**src/rtl/udg_pkg.sv**
```systemverilog
`default_nettype none
package udg_pkg;

    // bit-rate divider width and the plain default reload
    localparam int          BRG_W         = 16;
    localparam logic [15:0] BRG_RESET     = 16'h001B;
    localparam int          DATA_W        = 8;
    // one start, eight data, one parity, one stop
    localparam logic [3:0]  FRAME_BITS    = 4'hB;
    localparam logic [3:0]  LEAD_BITS     = 4'h1;
    localparam logic [3:0]  BIT_ZERO      = 4'h0;
    localparam logic [15:0] CNT_ONE       = 16'h0001;
    localparam logic [15:0] CNT_ZERO      = 16'h0000;

    typedef enum logic [3:0] {
        UDG_IDLE  = 4'b0001,
        UDG_LEAD  = 4'b0010,
        UDG_SEND  = 4'b0100,
        UDG_TAIL  = 4'b1000
    } udg_state_t;

    // serial control bits, first control register image
    typedef struct packed {
        logic serial_enable;
        logic parity_enable;
        logic parity_odd;
        logic drive_gate_polarity;
    } udg_ctrl_t;

endpackage
`default_nettype wire

```
**src/rtl/udg_hold.sv**
```systemverilog
`timescale 1ns/100ps
`default_nettype none
// transmit holding register with a valid flag
module udg_hold
    import udg_pkg::*;
(
    // clock and reset
    input  wire logic              clock_i,
    input  wire logic              reset_i,
    // write side
    input  wire logic              wr_i,
    input  wire logic [DATA_W-1:0] wdata_i,
    // take side
    input  wire logic              take_i,
    output logic                   valid_o,
    output logic [DATA_W-1:0]      rdata_o
);

    always_ff @(posedge clock_i or posedge reset_i) begin
        if (reset_i) begin
            rdata_o <= '0;
        end else if (wr_i) begin
            rdata_o <= wdata_i;
        end
    end

    // a write in the take cycle keeps the flag set
    always_ff @(posedge clock_i or posedge reset_i) begin
        if (reset_i) begin
            valid_o <= 1'b0;
        end else if (wr_i) begin
            valid_o <= 1'b1;
        end else if (take_i) begin
            valid_o <= 1'b0;
        end
    end

endmodule
`default_nettype wire

```
**src/rtl/udg_tx.sv**
```systemverilog
`timescale 1ns/100ps
`default_nettype none
// Summary of operation
// - with default polarity the drive gate is high over start, data, parity and stop bits.
// - a write to the transmit data register starts activation of the drive gate.
// - the gate turns on two bit periods before the start bit.
// - the gate turns off one clock after the last stop bit when nothing is pending.
// - a byte written before the current frame ends keeps the gate on between frames.
// - the active level of the gate follows the polarity bit of control register one.
// - transmit and receive paths each have their own interrupt request.
// - with the serial function off the bit-rate generator acts as a timer with interrupt.
module udg_tx
    import udg_pkg::*;
(
    // clock and reset
    input  wire logic              clock_i,
    input  wire logic              reset_i,
    // control
    input  wire udg_ctrl_t         ctrl_i,
    input  wire logic [BRG_W-1:0]  brg_reload_i,
    // transmit data register write
    input  wire logic              tx_wr_i,
    input  wire logic [DATA_W-1:0] tx_data_i,
    // receive side event
    input  wire logic              rx_done_i,
    // line
    output logic                   txd_o,
    output logic                   transceiver_drive_gate_o,
    // interrupt requests and busy flag
    output logic                   tx_irq_o,
    output logic                   rx_irq_o,
    output logic                   timer_irq_o,
    output logic                   busy_o
);

    udg_state_t        state_r;
    logic [BRG_W-1:0]  brg_cnt_r;
    logic              tick;
    logic [3:0]        bit_cnt_r;
    logic [10:0]       shift_r;
    logic              gate_on;
    logic              hold_valid;
    logic              take;
    logic [DATA_W-1:0] hold_data;
    logic [3:0]        last_bit;
    logic              restart;

    udg_hold u_hold (
        .clock_i (clock_i),
        .reset_i (reset_i),
        .wr_i    (tx_wr_i),
        .wdata_i (tx_data_i),
        .take_i  (take),
        .valid_o (hold_valid),
        .rdata_o (hold_data)
    );

    // bit-rate divider, one-cycle tick per bit period
    always_ff @(posedge clock_i or posedge reset_i) begin
        if (reset_i) begin
            brg_cnt_r <= BRG_RESET;
        end else if (restart) begin
            brg_cnt_r <= brg_reload_i;
        end else if (brg_cnt_r <= CNT_ONE) begin
            brg_cnt_r <= brg_reload_i;
        end else begin
            brg_cnt_r <= brg_cnt_r - CNT_ONE;
        end
    end
    assign tick = (brg_cnt_r <= CNT_ONE);

    assign last_bit = ctrl_i.parity_enable ? FRAME_BITS - LEAD_BITS
                                           : FRAME_BITS - LEAD_BITS - LEAD_BITS;
    assign take = ctrl_i.serial_enable && hold_valid &&
                  ((state_r == UDG_IDLE) ||
                   (state_r == UDG_SEND && tick && bit_cnt_r == last_bit) ||
                   (state_r == UDG_TAIL));
    // a frame from rest restarts the divider, so lead and start bit are whole bit periods
    // whatever phase the free-running divider had
    assign restart = take && (state_r == UDG_IDLE || state_r == UDG_TAIL);

    // frame sequencer
    always_ff @(posedge clock_i or posedge reset_i) begin
        if (reset_i) begin
            state_r   <= UDG_IDLE;
            bit_cnt_r <= BIT_ZERO;
            shift_r   <= '1;
        end else begin
            case (state_r)
                UDG_IDLE: begin
                    if (take) begin
                        state_r   <= UDG_LEAD;
                        bit_cnt_r <= BIT_ZERO;
                        shift_r   <= {1'b1, ^hold_data ^ ctrl_i.parity_odd, hold_data, 1'b0};
                    end
                end
                UDG_LEAD: begin
                    // divider restarted at the take: two ticks give two whole bit periods
                    if (tick) begin
                        if (bit_cnt_r == LEAD_BITS) begin
                            state_r   <= UDG_SEND;
                            bit_cnt_r <= BIT_ZERO;
                        end else begin
                            bit_cnt_r <= bit_cnt_r + LEAD_BITS;
                        end
                    end
                end
                UDG_SEND: begin
                    if (tick) begin
                        if (bit_cnt_r == last_bit) begin
                            if (take) begin
                                bit_cnt_r <= BIT_ZERO;
                                shift_r   <= {1'b1, ^hold_data ^ ctrl_i.parity_odd,
                                              hold_data, 1'b0};
                            end else begin
                                state_r   <= UDG_TAIL;
                            end
                        end else begin
                            bit_cnt_r <= bit_cnt_r + LEAD_BITS;
                            shift_r   <= ctrl_i.parity_enable || bit_cnt_r != 4'(DATA_W)
                                         ? {1'b1, shift_r[10:1]}
                                         : {2'b11, shift_r[10:2]};
                        end
                    end
                end
                UDG_TAIL: begin
                    // one clock after the stop bit
                    if (take) begin
                        state_r   <= UDG_SEND;
                        bit_cnt_r <= BIT_ZERO;
                        shift_r   <= {1'b1, ^hold_data ^ ctrl_i.parity_odd, hold_data, 1'b0};
                    end else begin
                        state_r   <= UDG_IDLE;
                    end
                end
                default: begin
                    state_r <= UDG_IDLE;
                end
            endcase
        end
    end

    assign gate_on = (state_r != UDG_IDLE);
    assign busy_o  = gate_on;

    // line and gate outputs from flops
    always_ff @(posedge clock_i or posedge reset_i) begin
        if (reset_i) begin
            txd_o                    <= 1'b1;
            transceiver_drive_gate_o <= 1'b0;
        end else begin
            txd_o                    <= (state_r == UDG_SEND) ? shift_r[0] : 1'b1;
            transceiver_drive_gate_o <= gate_on ^ ctrl_i.drive_gate_polarity;
        end
    end

    // separate interrupt requests
    always_ff @(posedge clock_i or posedge reset_i) begin
        if (reset_i) begin
            tx_irq_o    <= 1'b0;
            rx_irq_o    <= 1'b0;
            timer_irq_o <= 1'b0;
        end else begin
            tx_irq_o    <= take;
            rx_irq_o    <= rx_done_i && ctrl_i.serial_enable;
            timer_irq_o <= tick && !ctrl_i.serial_enable;
        end
    end

    property p_gate_idle;
        @(posedge clock_i) disable iff (reset_i)
        (state_r == UDG_IDLE) |=>
            (transceiver_drive_gate_o == $past(ctrl_i.drive_gate_polarity));
    endproperty
    a_gate_idle: assert property (p_gate_idle) else $error("gate active while idle");

    property p_gate_frame;
        @(posedge clock_i) disable iff (reset_i)
        (state_r == UDG_SEND) |=>
            (transceiver_drive_gate_o != $past(ctrl_i.drive_gate_polarity));
    endproperty
    a_gate_frame: assert property (p_gate_frame) else $error("gate off during frame");

    property p_start_from_write;
        @(posedge clock_i) disable iff (reset_i)
        (state_r == UDG_IDLE && take) |=> (state_r == UDG_LEAD);
    endproperty
    a_start_from_write: assert property (p_start_from_write) else $error("write not taken");

    property p_tail_one;
        @(posedge clock_i) disable iff (reset_i)
        (state_r == UDG_TAIL) |=> (state_r != UDG_TAIL);
    endproperty
    a_tail_one: assert property (p_tail_one) else $error("tail longer than one clock");

    property p_back_to_back;
        @(posedge clock_i) disable iff (reset_i)
        (state_r == UDG_TAIL && hold_valid && ctrl_i.serial_enable) |=> (state_r == UDG_SEND);
    endproperty
    a_back_to_back: assert property (p_back_to_back) else $error("gate dropped between");

    property p_lead_tick;
        @(posedge clock_i) disable iff (reset_i)
        (state_r == UDG_LEAD && !tick) |=> (state_r == UDG_LEAD);
    endproperty
    a_lead_tick: assert property (p_lead_tick) else $error("lead left off tick");

    property p_lead_restart;
        @(posedge clock_i) disable iff (reset_i)
        (state_r == UDG_IDLE && take) |=> (brg_cnt_r == $past(brg_reload_i));
    endproperty
    a_lead_restart: assert property (p_lead_restart) else $error("divider not restarted");

    property p_timer;
        @(posedge clock_i) disable iff (reset_i)
        (tick && !ctrl_i.serial_enable) |=> timer_irq_o;
    endproperty
    a_timer: assert property (p_timer) else $error("timer irq missing");

    property p_tx_irq;
        @(posedge clock_i) disable iff (reset_i)
        $rose(tx_irq_o) |-> $past(hold_valid);
    endproperty
    a_tx_irq: assert property (p_tx_irq) else $error("tx irq without data");

endmodule
`default_nettype wire

```
**config.mk**
```make
export PLATFORM = sky130hd
export DESIGN_NAME = udg_tx
export DESIGN_NICKNAME = d
export VERILOG_FILES = /design/src/rtl/udg_pkg.sv /design/src/rtl/udg_hold.sv /design/src/rtl/udg_tx.sv
export SDC_FILE = /design/constraint.sdc
export NUM_CORES = 1
export LEC_CHECK = 0
export BUFFER_PORTS_ARGS = -buffer_cell sky130_fd_sc_hd__buf_2
export CELL_PAD_IN_SITES_DETAIL_PLACEMENT = 1
export CELL_PAD_IN_SITES_GLOBAL_PLACEMENT = 2
export CORE_MARGIN = 5
export CORE_UTILIZATION = 37
export DETAILED_ROUTE_END_ITERATION = 8
export GPL_TIMING_DRIVEN = 0
export PLACE_DENSITY = 0.76
export SYNTH_ARGS = -nofsm -noshare
export SYNTH_HDL_FRONTEND = slang
export SYNTH_HIERARCHICAL = 1
export SYNTH_SLANG_ARGS = --single-unit
```
**constraint.sdc**
```tcl
create_clock -name clock_i -period 2.7 [get_ports clock_i]
set_input_delay 0.405 -clock clock_i [delete_from_list [all_inputs] [get_ports clock_i]]
set_output_delay 0.405 -clock clock_i [all_outputs]
set_load 0.01 [all_outputs]
```
==> out/results.tsv <==
stage	metric	value	unit
floorplanning	rows	31	
placement	place_congestion	0.778	
route	drt-pass1-iter-count	4	
placement	place_hpwl	4.97	mm
cts	cts_max_path_buffers	2	
cts	clk-insertion-delay-late	300	ps
timing	rsz0062_at_grt	no	
setup_path	crit_type	reg -> reg	
layout	area_growth	14.7	%
synthesis	synth-edff-count	0	
timing	setup_violations	0	
synthesis	yosysSeqAreaShare	0.445	
setup_path	start_kind	flip-flop	
synthesis	ys_ff_latch	49	
timing	finalCriticalPeriod	2580	ps
placement	io_buffers	36	
route	wl	6.66	mm
timing	report.final.slew_viol_count	0	
synthesis	synth-async-reset-ratio	1.00	
route	wire_per_inst	16.3	um
route	viasPerCell	5.14	
synthesis	synth_top_area_frac	0.285	
grt	gr-total-overflow	0	
timing	finalHoldViolCount	0	
synthesis	synth.net_count	303	
worst_hold_path	hold_path.class	in -> async	
cts	cts_tree	done	
floorplanning	fp.dieH	97.1	um
layout	final_layout_size_suffix_gt1_frac	0.312	
cts	cts_root_buffer	clkbuf_8	
synthesis	synth_ff_type	dfrtp_1	
synthesis	synth_warnings	6	
timing	relSlewSlack	0.419	
layout	final_nets	347	
synthesis	yosysMostFrequentCell	dfrtp_1	
grt	track_usage	0.147	
route	final_antenna_net_count	0	
timing	worst_pin_slew	870	ps
floorplanning	fp.coreArea	7330	um^2
cts	cts-buffers-inserted	5	
flow_run	maxCapViolations	0	
setup_path	crit_required	2910	ps
synthesis	yosysTopAreaCell	dfrtp_1	
cts	holdBufCountCts	0	
grt	grt_pass1_vias	2280	
synthesis	avgSynthCellArea	10.5	um^2
grt	antenna_found_initial	0	
floorplanning	dieArea	9420	um^2
synthesis	synth.area.top_cells	dfrtp_1, dfstp_2, a21oi_1, xnor2_1, a221oi_2	
cts	cts_max_level	2	
setup_path	cp-end-kind	flip-flop	
grt	grt_max_degree	41	
layout	final_cells	410	
power_and_ir_drop	powerDensity	899	nW/um^2
run_status	status	complete, no violations	
synthesis	yosys.cell_types.count	56	
timing	fin_crit_sh	0.955	
cts	clk_transition_reported_paths	90	ps
floorplanning	start_util	0.383	
placement	dp.cells	401	
power_and_ir_drop	p_leak	0.00131	uW
timing	tns	0	ps
synthesis	synthCells	266	
grt	grt_pass1_wl	11.4	mm
synthesis	netlist_area	2810	um^2
route	via_count	2106	
floorplanning	io_pins	38	
layout	diodes	0	
route	drt_iter0_drc	83	
timing	skew	6.03	ps
cts	cts.sinks	49	
timing	max_freq	388	MHz
setup_path	crit_arrival	2790	ps
route	drc	0	
power_and_ir_drop	ir_drop	314	uV
synthesis	ys_top_cells_by_count	dfrtp_1, a21oi_1, nor2_1, dfstp_2, inv_1	
floorplanning	die_w	97.1	um
setup_path	critPathMaxFanout	9	
[registers in the layout, indices dropped and copies added (netlist names)]
signal	count
tx_irq_o	1
shift_r	11
transceiver_drive_gate_o	1
txd_o	1
state_r	4
timer_irq_o	1
brg_cnt_r	16
rx_irq_o	1
bit_cnt_r	4
u_hold/valid_o	1
u_hold/rdata_o	8
[cells by family (layout without fill, tap and decap cells)]
kind of cell	count (synthesis)	count (layout)	share of synthesized area
compound gates	60	60	0.165
xor+xnor	22	22	0.0736
fa+ha+maj	5	5	0.0223
buf+inv	29	74	0.0455
flops	49	49	0.445
mux	20	20	0.0865
simple gates	81	81	0.163
[per-layer routing]
layer	share of wire	track usage
met1	0.49	0.198
met2	0.48	0.246
met3	0.022	0.0266
met4	0.010	0.0356
met5	0	0
[repair_timing]
action                                  CTS  global route
hold endpoints to repair                  0             0
resized for setup                         0             1
endpoints found under the setup margin    0             1
buffers inserted                          0             1
[worst max-delay path, stage by stage (launching register included)]
cell and delay, ps:
dfrtp_1 410, or4_4 560, or4_1 530, buf_6 160, o31ai_4 400, a21oi_1 190, a221oi_2 240
[final timing paths]
check                           slack (ps)                       end          from  depth (start not counted)
worst max-delay path                   120                shift_r[5]  brg_cnt_r[6]                          6
worst min-delay path                    80         u_hold/rdata_o[1]       reset_i                          2
worst max register to register         120                shift_r[5]  brg_cnt_r[6]                          6
worst min register to register         500                     txd_o    shift_r[0]                          1
max in group asynchronous             1860              bit_cnt_r[2]       reset_i                          2
min in group clock_i                   290  transceiver_drive_gate_o     ctrl_i[0]                          2
[area by class of cell]
type,instances,area (um^2)
timing repair buffer,37,200
sequential,49,1250
inverter,17,63.8
multi-input combinational,188,1440
tap,99,124
clock inverter,2,10.0
clock buffer,6,72.6
fill,848,4110
buffer,12,63.8
[metrics by stage]
stage | util | hold WS, ps | area (um^2) | setup WS (ps) | power, uW
finish | 0.439 | 75.2 | 3220 | 122 | 2890
global route | 0.439 | 92.7 | 3220 | 4.72 | 3130
CTS | 0.435 | 78.7 | 3190 | 104 | 2910
detailed placement | 0.424 | 415 | 3110 | 94.7 | 2470
global placement | 0.424 | 391 | 3110 | 73.0 | 2430
floorplan | - | 233 | 2810 | 408 | 2150
[power breakdown]
part / leakage, uW / switching, uW / internal, uW / total [uW]
sequential: 0.000558 / 223 / 1040 / 1270
clock: 0.0000450 / 243 / 180 / 424
combinational: 0.000705 / 664 / 539 / 1200
total: 0.00131 / 1130 / 1760 / 2890
[cell usage in the layout, fill, tap and decap left out, types with 2 or more instances in the layout]
cell and count:
buf_6 2, dfrtp_1 32, mux2i_1 10, mux2_2 2
or3_1 2, inv_1 16, nor3b_1 2, o31ai_1 2
a221oi_2 8, o21ai_1 3, or2_2 3, a21oi_1 27
ha_1 5, a211oi_1 2, buf_2 36, nor2_1 24
clkbuf_8 5, clkbuf_1 9, nand2b_1 3, and2_1 4
o22ai_1 2, a31oi_1 3, nand2_1 12, mux2_4 8
nor3_1 6, o31ai_4 2, xor2_1 6, or4_1 4
o21ai_0 2, nor4_1 3, clkinv_2 2, and3_1 2
xnor2_1 15, nor4b_1 2, dfstp_2 17, nand3_1 2
No activity file was read; power rests on OpenSTA's default activity.
